--- config.mk ---
export PLATFORM = sky130hd
export DESIGN_NAME = flc_class_selector
export DESIGN_NICKNAME = d
export VERILOG_FILES = /design/src/rtl/flc_class_selector.v
export VERILOG_INCLUDE_DIRS = /design/src /design/src/rtl
export SDC_FILE = /design/constraint.sdc
export NUM_CORES = 2
export LEC_CHECK = 0
export BUFFER_PORTS_ARGS = -buffer_cell sky130_fd_sc_hd__clkbuf_2
export CORE_ASPECT_RATIO = 1.1
export CORE_MARGIN = 5
export CORE_UTILIZATION = 45
export CTS_CLUSTER_DIAMETER = 60
export DETAILED_ROUTE_END_ITERATION = 16
export PLACE_DENSITY_LB_ADDON = 0.2
export SLEW_MARGIN = 20
export SYNTH_ARGS = -nofsm -noshare
export SYNTH_HDL_FRONTEND = slang
export SYNTH_SLANG_ARGS = --single-unit
--- constraint.sdc ---
create_clock -name clk_in -period 16.3 [get_ports clk_in]
set_input_delay 0.815 -clock clk_in [delete_from_list [all_inputs] [get_ports clk_in]]
set_output_delay 0.815 -clock clk_in [all_outputs]
set_load 0.03 [all_outputs]
--- src/rtl/flc_defs.vh ---
`ifndef FLC_DEFS_VH
`define FLC_DEFS_VH

// ---------------------------------------------------------------------------
// Concealment class encoding (3 bits)
// ---------------------------------------------------------------------------
`define FLC_CLS_UNVOICED      3'h0
`define FLC_CLS_UNV_TRANS     3'h1
`define FLC_CLS_VOICED_TRANS  3'h2
`define FLC_CLS_VOICED        3'h3
`define FLC_CLS_ONSET         3'h4
`define FLC_CLS_INACTIVE      3'h5
`define FLC_CLS_AUDIO         3'h6
`define FLC_CLS_RESET         3'h0

// ---------------------------------------------------------------------------
// Zero-crossing window, pre-processed sample indices 112..368
// ---------------------------------------------------------------------------
`define FLC_ZC_FIRST          9'h070
`define FLC_ZC_LAST           9'h170
`define FLC_IDX_MAX           9'h1FF

// ---------------------------------------------------------------------------
// Scaling pairs, all in Q12 (4096 = 1.0)
// ---------------------------------------------------------------------------
`define FLC_K_CORR            32'sh00002DB6
`define FLC_C_CORR           -32'sh00001493
`define FLC_K_TILT            32'sh000000AB
`define FLC_C_TILT            32'sh00000000
`define FLC_K_PC             -32'sh00000125
`define FLC_C_PC              32'sh00001DB6
`define FLC_K_ER              32'sh000000CD
`define FLC_C_ER              32'sh00000733
`define FLC_K_ZC             -32'sh000000A4
`define FLC_C_ZC              32'sh00002666
`define FLC_ZERO              32'sh00000000
`define FLC_HALF              32'sh00000800
`define FLC_ONE               32'sh00001000

// Ten times log10(2) in Q12: turns a log2 into the 10*log10 tilt in dB
`define FLC_DB_PER_OCT        32'sh0000302A
// Tilt product of 1.0 in Q16.16; anything below is floored to it
`define FLC_PROD_ONE          32'h00010000

// ---------------------------------------------------------------------------
// Merit thresholds expressed on the weighted sum (six times the merit, Q12)
// ---------------------------------------------------------------------------
`define FLC_TH_VOICED         15'h3F5D
`define FLC_TH_VTRANS         15'h2F0B
`define FLC_TH_ONSET          15'h3C7B
`define FLC_TH_UTRANS         15'h3829
// Reciprocal of six in Q12, only for the merit score output
`define FLC_SIXTH             15'h02AB

// Relative energy floor, -6 dB in Q8.8
`define FLC_ER_FORCE         -16'sh0600

`endif

--- src/rtl/flc_class_selector.v ---
`timescale 1ns/1ps
// Overview of operation
// Average correlation is mean of half-frame, look-ahead
// Tilt equals 10*log10 of floored product
// Pitch count sums two adjacent lag differences
// Zero crossings over samples 112 to 368
// Scale linearly, clip; energy clips from half
// Correlation and tilt slopes and offsets
// Pitch count slope and offset
// Energy and zero-crossing slopes and offsets
// Merit is weighted sum divided by six
// After voiced classes pick voiced, transition, unvoiced
// After unvoiced classes pick onset, transition, unvoiced
// Inactive, unvoiced mode or low energy forces unvoiced
// Unvoiced transition only after unvoiced classes
// Voiced classes only after voiced or onset
// Onset marks stable voicing after unvoiced
// Inactive and audio classes never produced
// Upstream supplies current raw coding mode
// Class register is previous class, resets unvoiced
// Three-bit class with one-cycle valid strobe

`include "flc_defs.vh"

module flc_class_selector (
  input  wire               clk_in,
  input  wire               arst_n_in,
  input  wire               frame_start_in,
  input  wire               sample_valid_in,
  input  wire signed [15:0] sample_in,
  input  wire               params_valid_in,
  input  wire signed [15:0] corr_half_in,
  input  wire signed [15:0] corr_look_in,
  input  wire        [15:0] tilt0_in,
  input  wire        [15:0] tilt1_in,
  input  wire        [9:0]  pitch0_in,
  input  wire        [9:0]  pitch1_in,
  input  wire        [9:0]  pitch2_in,
  input  wire signed [15:0] rel_energy_in,
  input  wire               activity_flag_in,
  input  wire               unvoiced_coding_mode_in,
  output reg                busy_out,
  output reg                class_valid_out,
  output reg         [2:0]  concealment_class_out,
  output reg         [12:0] merit_score_out,
  output reg  signed [9:0]  zero_cross_count_out
);

  // ---------------------------------------------------------------------------
  // Sequencer states
  // ---------------------------------------------------------------------------
  localparam [1:0] ST_IDLE = 2'h0;
  localparam [1:0] ST_LOG  = 2'h1;
  localparam [1:0] ST_SUM  = 2'h2;

  reg        [1:0]  state_q;
  reg        [8:0]  idx_q;
  reg signed [15:0] prev_smp_q;
  reg signed [9:0]  zc_acc_q;
  reg signed [16:0] avg_corr_q;
  reg        [31:0] prod_q;
  reg        [11:0] pc_q;
  reg signed [15:0] er_q;
  reg signed [9:0]  zc_q;
  reg               force_uv_q;
  reg        [17:0] tilt_db_q;
  reg        [12:0] corr_s_q;
  reg        [12:0] pc_s_q;
  reg        [12:0] er_s_q;
  reg        [12:0] zc_s_q;
  reg        [2:0]  prev_cls_q;

  // ---------------------------------------------------------------------------
  // Helpers
  // ---------------------------------------------------------------------------
  // Clip a Q12 value between a lower bound and 1.0
  function [12:0] clip_q12;
    input signed [31:0] x;
    input signed [31:0] lo;
    begin
      if (x < lo) begin
        clip_q12 = lo[12:0];
      end else if (x > `FLC_ONE) begin
        clip_q12 = 13'h1000;
      end else begin
        clip_q12 = x[12:0];
      end
    end
  endfunction

  // log2(1 + i/16) in Q12, interpolated between entries
  function [12:0] log_lut;
    input [4:0] i;
    begin
      case (i)
        5'h00:   log_lut = 13'h0000;
        5'h01:   log_lut = 13'h0166;
        5'h02:   log_lut = 13'h02B8;
        5'h03:   log_lut = 13'h03F8;
        5'h04:   log_lut = 13'h0527;
        5'h05:   log_lut = 13'h0647;
        5'h06:   log_lut = 13'h075A;
        5'h07:   log_lut = 13'h0861;
        5'h08:   log_lut = 13'h095C;
        5'h09:   log_lut = 13'h0A4D;
        5'h0A:   log_lut = 13'h0B35;
        5'h0B:   log_lut = 13'h0C14;
        5'h0C:   log_lut = 13'h0CEB;
        5'h0D:   log_lut = 13'h0DBA;
        5'h0E:   log_lut = 13'h0E83;
        5'h0F:   log_lut = 13'h0F44;
        default: log_lut = 13'h1000;
      endcase
    end
  endfunction

  // Absolute difference of two pitch lags
  function [10:0] abs_diff;
    input [9:0] a;
    input [9:0] b;
    begin
      if (a > b) begin
        abs_diff = {1'b0, a - b};
      end else begin
        abs_diff = {1'b0, b - a};
      end
    end
  endfunction

  // ---------------------------------------------------------------------------
  // Zero-crossing accumulation over the sample stream
  // ---------------------------------------------------------------------------
  // A product is positive only when both samples are non-zero and agree in sign
  wire sign_pos = (sample_in != 16'sh0000) && (prev_smp_q != 16'sh0000) &&
                  (sample_in[15] == prev_smp_q[15]);
  wire in_window = (idx_q >= `FLC_ZC_FIRST) && (idx_q <= `FLC_ZC_LAST);

  // Accumulator holds minus the sign sum, so it is twice the count less the 257-sample window length
  always @(posedge clk_in or negedge arst_n_in) begin
    if (!arst_n_in) begin
      idx_q      <= 9'h000;
      prev_smp_q <= 16'sh0000;
      zc_acc_q   <= 10'sh000;
    end else if (frame_start_in) begin
      idx_q      <= 9'h000;
      prev_smp_q <= 16'sh0000;
      zc_acc_q   <= 10'sh000;
    end else if (sample_valid_in) begin
      prev_smp_q <= sample_in;
      // Index saturates so a long frame cannot wrap back into the window
      if (idx_q != `FLC_IDX_MAX) begin
        idx_q <= idx_q + 9'h001;
      end
      if (in_window) begin
        if (sign_pos) begin
          zc_acc_q <= zc_acc_q - 10'sh001;
        end else begin
          zc_acc_q <= zc_acc_q + 10'sh001;
        end
      end
    end
  end

  // ---------------------------------------------------------------------------
  // Log2 of the tilt product, floored at 1.0
  // ---------------------------------------------------------------------------
  reg        [4:0]  msb;
  reg        [31:0] norm;
  reg        [4:0]  lut_i;
  reg        [12:0] lut_lo;
  reg        [12:0] lut_step;
  reg        [20:0] interp;
  reg        [16:0] log2_q12;
  reg        [4:0]  int_part;
  integer           b;

  always @* begin
    msb = 5'h00;
    for (b = 0; b < 32; b = b + 1) begin
      if (prod_q[b]) begin
        msb = b[4:0];
      end
    end
    norm     = prod_q << (5'd31 - msb);
    lut_i    = {1'b0, norm[30:27]};
    lut_lo   = log_lut(lut_i);
    lut_step = log_lut(lut_i + 5'h01) - lut_lo;
    interp   = lut_step * norm[26:19];
    int_part = msb - 5'd16;
    if (prod_q < `FLC_PROD_ONE) begin
      log2_q12 = 17'h00000;
    end else begin
      log2_q12 = {int_part[3:0], 13'h0000} >> 1;
      log2_q12 = log2_q12 + {4'h0, lut_lo} + {4'h0, interp[20:8]};
    end
  end

  // ---------------------------------------------------------------------------
  // Linear scaling of the four parameters ready at acceptance
  // ---------------------------------------------------------------------------
  wire signed [31:0] corr_lin = ((avg_corr_q * `FLC_K_CORR) >>> 14) + `FLC_C_CORR;
  wire signed [31:0] pc_lin   = ($signed({20'h00000, pc_q}) * `FLC_K_PC) + `FLC_C_PC;
  wire signed [31:0] er_lin   = ((er_q * `FLC_K_ER) >>> 8) + `FLC_C_ER;
  wire signed [31:0] zc_lin   = ((zc_q * `FLC_K_ZC) >>> 2) + `FLC_C_ZC;
  wire signed [31:0] tilt_dbw = $signed({14'h0000, tilt_db_q});
  wire signed [31:0] tilt_lin = ((tilt_dbw * `FLC_K_TILT) >>> 12) + `FLC_C_TILT;
  wire        [31:0] db_full  = {15'h0000, log2_q12} * `FLC_DB_PER_OCT;

  // ---------------------------------------------------------------------------
  // Merit sum and class decision
  // ---------------------------------------------------------------------------
  wire [12:0] tilt_s = clip_q12(tilt_lin, `FLC_ZERO);
  // Twice the correlation term plus the rest, i.e. six times the merit
  wire [14:0] merit_sum = {1'b0, corr_s_q, 1'b0} + {2'h0, tilt_s} + {2'h0, pc_s_q} +
                          {2'h0, er_s_q} + {2'h0, zc_s_q};
  wire [29:0] merit_full = merit_sum * `FLC_SIXTH;
  wire prev_unv = (prev_cls_q == `FLC_CLS_UNVOICED) || (prev_cls_q == `FLC_CLS_UNV_TRANS);

  reg [2:0] next_cls;

  // Thresholds compare on the sum so no divider sits in the decision path
  always @* begin
    if (force_uv_q) begin
      next_cls = `FLC_CLS_UNVOICED;
    end else if (prev_unv) begin
      if (merit_sum >= `FLC_TH_ONSET) begin
        next_cls = `FLC_CLS_ONSET;
      end else if (merit_sum >= `FLC_TH_UTRANS) begin
        next_cls = `FLC_CLS_UNV_TRANS;
      end else begin
        next_cls = `FLC_CLS_UNVOICED;
      end
    end else begin
      if (merit_sum >= `FLC_TH_VOICED) begin
        next_cls = `FLC_CLS_VOICED;
      end else if (merit_sum >= `FLC_TH_VTRANS) begin
        next_cls = `FLC_CLS_VOICED_TRANS;
      end else begin
        next_cls = `FLC_CLS_UNVOICED;
      end
    end
  end

  // ---------------------------------------------------------------------------
  // Frame sequencer
  // ---------------------------------------------------------------------------
  // Three-cycle pipeline; a new frame is refused while busy_out is high
  always @(posedge clk_in or negedge arst_n_in) begin
    if (!arst_n_in) begin
      state_q               <= ST_IDLE;
      busy_out              <= 1'b0;
      class_valid_out       <= 1'b0;
      concealment_class_out <= `FLC_CLS_RESET;
      prev_cls_q            <= `FLC_CLS_RESET;
      merit_score_out       <= 13'h0000;
      zero_cross_count_out  <= 10'sh000;
      avg_corr_q            <= 17'sh00000;
      prod_q                <= 32'h00000000;
      pc_q                  <= 12'h000;
      er_q                  <= 16'sh0000;
      zc_q                  <= 10'sh000;
      force_uv_q            <= 1'b0;
      tilt_db_q             <= 18'h00000;
      corr_s_q              <= 13'h0000;
      pc_s_q                <= 13'h0000;
      er_s_q                <= 13'h0000;
      zc_s_q                <= 13'h0000;
    end else begin
      class_valid_out <= 1'b0;
      case (state_q)
        ST_IDLE: begin
          if (params_valid_in) begin
            avg_corr_q <= ($signed({corr_half_in[15], corr_half_in}) +
                           $signed({corr_look_in[15], corr_look_in})) >>> 1;
            prod_q     <= tilt0_in * tilt1_in;
            pc_q       <= {1'b0, abs_diff(pitch1_in, pitch0_in)} +
                          {1'b0, abs_diff(pitch2_in, pitch1_in)};
            er_q       <= rel_energy_in;
            zc_q       <= zc_acc_q;
            // Raw mode flag is taken as already final for this frame
            force_uv_q <= !activity_flag_in || unvoiced_coding_mode_in ||
                          (rel_energy_in < `FLC_ER_FORCE);
            busy_out   <= 1'b1;
            state_q    <= ST_LOG;
          end
        end
        ST_LOG: begin
          tilt_db_q <= db_full[29:12];
          corr_s_q  <= clip_q12(corr_lin, `FLC_ZERO);
          pc_s_q    <= clip_q12(pc_lin, `FLC_ZERO);
          er_s_q    <= clip_q12(er_lin, `FLC_HALF);
          zc_s_q    <= clip_q12(zc_lin, `FLC_ZERO);
          state_q   <= ST_SUM;
        end
        ST_SUM: begin
          // Only classes 0..4 can leave here; inactive and audio stay decoder-only
          concealment_class_out <= next_cls;
          prev_cls_q            <= next_cls;
          class_valid_out       <= 1'b1;
          merit_score_out       <= merit_full[24:12];
          zero_cross_count_out  <= zc_q;
          busy_out              <= 1'b0;
          state_q               <= ST_IDLE;
        end
        default: begin
          busy_out <= 1'b0;
          state_q  <= ST_IDLE;
        end
      endcase
    end
  end

endmodule // flc_class_selector

### Yosys cells after proc, flatten, opt, wreduce, memory -nomap -nowiden

Memories as Yosys holds them, arrays and structs flattened.
Index checks and enable logic that the tools add are counted.

| cells by class | value |
|---|---|
| shift operators | 1 |
| reduce and logical (&&, ||, !) cells | 18 |
| add/sub/neg operators | 23 |
| muxes and demuxes | 69 |
| bitwise logic cells | 1 |
| multiply operators | 9 |
| order comparisons | 20 |
| eq/ne operators | 6 |

Operators with widths:

| cell | number |
|---|---|
| 2-to-1 mux 5 bit | 30 |
| 2-to-1 mux 13 bit | 11 |
| >= comparator 15 x 14 -> 1 bit (second input constant) | 4 |
| 2-to-1 mux 10 bit | 6 |
| > comparator 18 x 14 -> 1 bit (second input constant) | 3 |
| adder 15 x 13 -> 15 bit | 3 |
| 2-to-1 mux 11 bit | 4 |
| subtractor 10 bit | 4 |
| less-than comparator 18 x 1 -> 1 bit (second input constant) | 2 |
| less-than comparator 32 x 17 -> 1 bit (second input constant) | 1 |
| multiplier 16 x 16 -> 32 bit | 1 |
| 2-to-1 mux 16 bit | 2 |
| nonzero test 16 bit | 2 |
| << shifter 32 x 5 -> 31 bit | 1 |
| multiplier 16 x 14 -> 30 bit (second input constant) | 1 |
| multiplier 17 x 13 -> 29 bit (second input constant) | 1 |
| 2-to-1 mux 9 bit | 3 |
| multiplier 18 x 8 -> 26 bit (second input constant) | 1 |
| multiplier 15 x 10 -> 25 bit (second input constant) | 1 |
| multiplier 16 x 9 -> 25 bit (second input constant) | 1 |
| adder 23 x 14 -> 24 bit (second input constant) | 1 |
| > comparator 24 x 14 -> 1 bit (second input constant) | 1 |
| less-than comparator 24 x 1 -> 1 bit (second input constant) | 1 |
| multiplier 13 x 10 -> 23 bit (second input constant) | 1 |
| 44 further kinds | 61 |

| storage, ports and cells | value |
|---|---|
| memory bits (read-only) | 384 |
| bits in registers | 222 |
| input port bits | 133 |
| memories | 2 |
| output and inout bits | 28 |

Memory list:

| memory | depth | bits a word | rd ports | clocked after memory_dff | write ports | line | source |
|---|---|---|---|---|---|---|---|
| (name not given) | 16 | 12 | 1 | 0 | 0 | flc_class_selector.v:95 | `case (i)` |
| (name not given) | 16 | 12 | 1 | 0 | 0 | flc_class_selector.v:95 |  |

### Logic depth before layout (Yosys ltp)

An unclocked memory read counts as a cell.

| depth | value |
|---|---|
| depth in word-level cells | 41 |
| mapped depth | 78 |

### Worst setup path after synthesis

No wires, ideal clock.

| timing | value |
|---|---|
| kind | register to register |
| start | register prod_q[2] |
| end | register tilt_db_q[17] |
| setup slack | 0.603 ns |
| buffers on the path | 4 |
| stages on the path, launching flop included | 73 |
| clock period less this slack | 15.697 ns |
| arrival time | 15.565 ns |
| library setup time | 0.132 ns |
| cells stage by stage | dfrtp_1 -> nand2b_1 -> a221oi_1 -> o31ai_1 -> a311o_1 -> o211a_1 -> buf_2 -> inv_2 -> buf_4 -> mux2_2 -> mux2i_1 -> o221ai_1 -> a21oi_1 -> clkbuf_1 -> ha_1 -> inv_1 -> ha_1 -> clkbuf_1 -> [37 not listed] -> ha_1 -> ha_1 -> inv_1 -> fa_1 -> fa_1 -> inv_1 -> ha_1 -> o21ai_0 -> nand2b_1 -> o311a_1 -> o41a_1 -> a221o_1 -> a2111oi_4 -> o21bai_2 -> a21oi_2 -> a21oi_1 -> xnor2_1 -> o21ai_1 |

| on the way | value |
|---|---|
| longest elaborated chain between the ends | 40 |

RTL lines:

| what | line | source |
|---|---|---|
| from (decl) | flc_class_selector.v:61 | `reg [31:0] prod_q;` |
| from (signal assigned) | flc_class_selector.v:275 | `prod_q <= tilt0_in * tilt1_in;` |
| 2-to-1 mux 5 bit (30 in a row) | flc_class_selector.v:180 | `if (prod_q[b]) begin` |
| subtractor 5 bit | flc_class_selector.v:184 | `norm = prod_q << (5'd31 - msb);` |
| << shifter 32 x 5 -> 31 bit | flc_class_selector.v:184 |  |
| adder 4 x 1 -> 5 bit | flc_class_selector.v:187 | `lut_step = log_lut(lut_i + 5'h01) - lut_lo;` |
| memory read (16 x 12 bit) | - |  |
| 2-to-1 mux 13 bit | flc_class_selector.v:95 |  |
| subtractor 13 bit | flc_class_selector.v:187 |  |
| multiplier 13 x 8 -> 21 bit | flc_class_selector.v:188 | `interp = lut_step * norm[26:19];` |
| adder 17 x 13 -> 17 bit | flc_class_selector.v:194 | `log2_q12 = log2_q12 + {4'h0, lut_lo} + {4'h0, interp[20:8]};` |
| 2-to-1 mux 17 bit (*) | flc_class_selector.v:190 | `` if (prod_q < `FLC_PROD_ONE) begin `` |
| multiplier 17 x 13 -> 29 bit (no line) (*) | - |  |
| to (signal assigned) | flc_class_selector.v:288 | `tilt_db_q <= db_full[29:12];` |
| to (decl) | flc_class_selector.v:66 | `reg [17:0] tilt_db_q;` |

Mark *: on every way between the ends. The rest lies on a longest branch, timed or not.
A chain may end at the register's enable or synchronous reset.

### Final worst setup path

| timing | value |
|---|---|
| start | register prod_q[2] |
| end | register tilt_db_q[16] |

The elaborated chain is that of the path after synthesis.

==> impl_table.tex <==
\begin{tabular}{lr}
\hline
Metric & Value \\
\hline
\multicolumn{2}{l}{\textbf{Outcome}} \\
\quad Result of the run & finished, final reports clean \\
\multicolumn{2}{l}{\textbf{Placed design}} \\
\quad Final Wtd Congestion & 0.862 \\
\quad Count of buffers from port buffering & 160 \\
\quad Number of placed instances with taps included & 6,740 \\
\quad Half-perimeter wire length after detailed placement & 89,700 um \\
\multicolumn{2}{l}{\textbf{Clock network}} \\
\quad CTS Root Buffer Type & sky130\_fd\_sc\_hd\_\_clkbuf\_16 \\
\quad CTS Buf Count & 31 \\
\quad CTS clk-pin slew, worst paths & 0.06 ns \\
\quad Maximum clock insertion buffer count & 3 \\
\quad Cts-stage hold buffer count & 0 \\
\quad Skew-Pair Late Insertion Delay & 0.60 ns \\
\quad CTS H-Tree Depth & 1 \\
\quad TritonCTS clock tree & yes \\
\quad Sinks on the clock net & 221 \\
\multicolumn{2}{l}{\textbf{Setup path}} \\
\quad FF-to-FF Start & prod\_q[2] \\
\quad Startpoint Class & flip-flop \\
\quad Worst setup path class & flip-flop to flip-flop \\
\quad Worst Path Max Fanout & 13 \\
\quad Arrival time reported for the critical path endpoint & 15.97 ns \\
\quad R2R cell count & 71 \\
\quad Stage delay of the slowest cell on the critical path & 0.53 ns \\
\quad Setup slack of the worst register-to-register path & 0.78 ns \\
\quad Cell family with most CP delay & compound AO/OA/AOI/OAI gates \\
\quad Slowest library cell on the worst path & sky130\_fd\_sc\_hd\_\_fa\_1 \\
\quad Reg-to-reg critical path endpoint & tilt\_db\_q[16] \\
\quad Number of buffers and inverters on the critical path & 10 \\
\quad Worst setup EP type & flip-flop \\
\quad Data required, critical path & 16.75 ns \\
\multicolumn{2}{l}{\textbf{Synthesis}} \\
\quad Count of flip-flops with a built-in enable after synthesis & 0 \\
\quad Average footprint of a synthesized cell & 9.07 um\^{}2 \\
\quad Flops \& latches, synth & 221 \\
\quad Share of flip-flops with an asynchronous set or reset after synthesis & 1.00 \\
\quad Warnings from Yosys & 0 \\
\quad Area of the mapped netlist & 47,700 um\^{}2 \\
\quad Number of distinct library cells after synthesis & 102 \\
\quad Most frequently used flop master after synthesis & sky130\_fd\_sc\_hd\_\_dfrtp\_1 \\
\quad Post-synthesis net count & 6,851 \\
\quad Cell count after synthesis & 5,262 \\
\quad Share of the yosys chip area belonging to registers & 0.116 \\
\multicolumn{2}{l}{\textbf{Cells and area}} \\
\quad Final Net Count & 6,984 \\
\quad Filler cell count & 10,300 \\
\quad Leading cell types in the layout, fill and taps excluded & sky130\_fd\_sc\_hd\_\_inv\_1, sky130\_fd\_sc\_hd\_\_ha\_1, sky130\_fd\_sc\_hd\_\_fa\_1 \\
\quad Final non-filler cell total & 6,817 \\
\quad Most common library cell in the layout ignoring fill and taps & sky130\_fd\_sc\_hd\_\_inv\_1 \\
\quad Fraction of layout cells with a size suffix above 1 & 0.0760 \\
\quad Area added between synthesis and finish & 7.83\% \\
\multicolumn{2}{l}{\textbf{Timing}} \\
\quad Hold Slack & 0.173 ns \\
\quad Final max-slew violation count & 0 \\
\quad TNS Setup & 0 ns \\
\quad Relative max-transition margin & 0.256 \\
\quad Maximum clock skew at final layout & 0.0190 ns \\
\quad Number of endpoints failing setup at the final stage & 0 \\
\quad Transition time at the pin with the least slew margin & 1.11 ns \\
\quad Post-layout min period & 15.52 ns \\
\quad Number of failing hold endpoints at the final stage & 0 \\
\quad Tcrit/Tclk final & 0.952 \\
\quad Timing-limited maximum frequency & 0.0644 GHz \\
\multicolumn{2}{l}{\textbf{Die}} \\
\quad Initial core utilization & 0.453 \\
\quad Die boundary height & 352 um \\
\quad DIE AREA & 113,000 um\^{}2 \\
\quad IO Pins & 161 \\
\quad Total number of placement rows & 125 \\
\quad Core region area & 105,000 um\^{}2 \\
\quad X dimension of the die & 320 um \\
\multicolumn{2}{l}{\textbf{Drt}} \\
\quad M1 WL & 51,000 um \\
\quad Max layer used & met4 \\
\quad Detailed route wirelength on metal3 & 3250 um \\
\quad Detailed-route wire length per cell & 15.5 um \\
\quad Number of nets with antenna violations after detailed routing & 0 \\
\quad Number of DRC violations after detailed routing & 0 \\
\quad Detailed route wirelength on metal2 & 50,200 um \\
\quad Number of detailed-routing iterations run before antenna repair & 5 \\
\quad Number of DRC violations after detailed-routing iteration 0 & 1,589 \\
\quad Total number of vias & 35,300 \\
\quad Overall routed net length & 106,000 um \\
\quad Vias per cell & 5.17 \\
\multicolumn{2}{l}{\textbf{Global routing}} \\
\quad GRT overflow & 0 \\
\quad GRT Total Usage & 0.189 \\
\quad Via count of the first global-routing pass & 36,800 \\
\quad Antenna violations before repair & 0 \\
\quad Wire length of the first global-routing pass & 180,000 um \\
\quad Largest net degree at the start of global routing & 102 \\
\multicolumn{2}{l}{\textbf{Hold path}} \\
\quad Worst min-delay path category & input port to async pin \\
\multicolumn{2}{l}{\textbf{Job}} \\
\quad Max-capacitance violation count & 0 \\
\hline
\end{tabular}
synthesized netlist by cell type (11+ instances only):
library cell | count | area (um^2)
sky130_fd_sc_hd__a211oi_1 | 21 | 158
sky130_fd_sc_hd__a21boi_0 | 12 | 90.1
sky130_fd_sc_hd__a21o_1 | 83 | 623
sky130_fd_sc_hd__a21oi_1 | 188 | 941
sky130_fd_sc_hd__a22o_1 | 11 | 96.3
sky130_fd_sc_hd__a31oi_1 | 17 | 106
sky130_fd_sc_hd__and2_1 | 121 | 757
sky130_fd_sc_hd__and3_1 | 27 | 169
sky130_fd_sc_hd__clkbuf_1 | 106 | 398
sky130_fd_sc_hd__dfrtp_1 | 221 | 5530
sky130_fd_sc_hd__fa_1 | 643 | 12900
sky130_fd_sc_hd__ha_1 | 813 | 10200
sky130_fd_sc_hd__inv_1 | 1014 | 3810
sky130_fd_sc_hd__mux2_2 | 24 | 270
sky130_fd_sc_hd__mux2i_1 | 102 | 1020
sky130_fd_sc_hd__nand2_1 | 500 | 1880
sky130_fd_sc_hd__nand2b_1 | 50 | 313
sky130_fd_sc_hd__nand3_1 | 45 | 225
sky130_fd_sc_hd__nand4_1 | 17 | 106
sky130_fd_sc_hd__nor2_1 | 286 | 1070
sky130_fd_sc_hd__nor2b_1 | 21 | 131
sky130_fd_sc_hd__nor3_1 | 55 | 275
sky130_fd_sc_hd__nor4_1 | 25 | 156
sky130_fd_sc_hd__o211ai_1 | 13 | 97.6
sky130_fd_sc_hd__o21a_1 | 29 | 218
sky130_fd_sc_hd__o21ai_0 | 200 | 1000
sky130_fd_sc_hd__o21ai_1 | 28 | 140
sky130_fd_sc_hd__o21bai_1 | 53 | 398
sky130_fd_sc_hd__o31ai_1 | 31 | 233
sky130_fd_sc_hd__or2_2 | 36 | 225
sky130_fd_sc_hd__or3_1 | 17 | 106
sky130_fd_sc_hd__xnor2_1 | 183 | 1600
sky130_fd_sc_hd__xor2_1 | 65 | 569
worst max-delay path by stage:
stage | from | endpoint | slack [ns] | cells after the start
floorplan | prod_q[2] | tilt_db_q[17] | 0.60 | 72
global placement | prod_q[2] | tilt_db_q[17] | 0.33 | 69
detailed placement | prod_q[25] | tilt_db_q[16] | 0.04 | 67
CTS | prod_q[25] | tilt_db_q[16] | 0.004 | 67
global route | prod_q[2] | tilt_db_q[17] | -0.02 | 70
finish | prod_q[2] | tilt_db_q[16] | 0.78 | 71
area by class of cell:
type,count,area (um^2),share of cell area
inverter,1019,3830,0.0745
tap,1397,1750,0.0340
timing repair buffer,224,1300,0.0252
antenna,1,2.50,0.0000486
clock inverter,21,193,0.00374
multi-input combinational,3898,38000,0.739
clock buffer,36,825,0.0160
sequential,221,5530,0.108
routing by layer:
layer	vias up	global-route usage
met5	-	0
met3	89	0.0146
met4	0	0.0298
met1	17300	0.269
met2	498	0.326
li1	17400	-
metrics by stage:
step	worst slack, ns	util	instance area [um^2]
final	0.784	0.488	51500
after global routing	-0.0228	0.488	51500
after CTS	0.00377	0.485	51100
after detailed placement	0.0375	0.475	50100
after global placement	0.330	0.475	50100
after floorplan	0.603	-	47700
timing repair:
| item | 4_1_cts | 5_1_grt |
|---|---|---|
| endpoints found under the setup margin | 0 | 12 |
| setup buffers | 0 | 19 |
| resized for setup | 0 | 37 |
registers in the layout (all words and copies together), names as in the netlist, 3 cells and up:
signal                cells
avg_corr_q               16
corr_s_q                 13
zero_cross_count_out     10
zc_acc_q                 10
prod_q                   32
pc_s_q                   13
pc_q                     11
idx_q                     9
tilt_db_q                18
er_q                     16
prev_cls_q                3
zc_q                     10
merit_score_out          13
zc_s_q                   13
er_s_q                   13
prev_smp_q               16
logic make-up after synthesis:
family,share of synthesized area
AO/OA/AOI/OAI,0.112
adder cells (fa/ha/maj),0.483
XOR/XNOR,0.0466
AND/OR/NAND/NOR,0.123
buffers and inverters,0.0909
multiplexers,0.0282
flip-flops,0.116
Power is left out: the tool's default activity adds up to more than one toggle a clock period on the data nets, which glitch-free logic cannot reach.
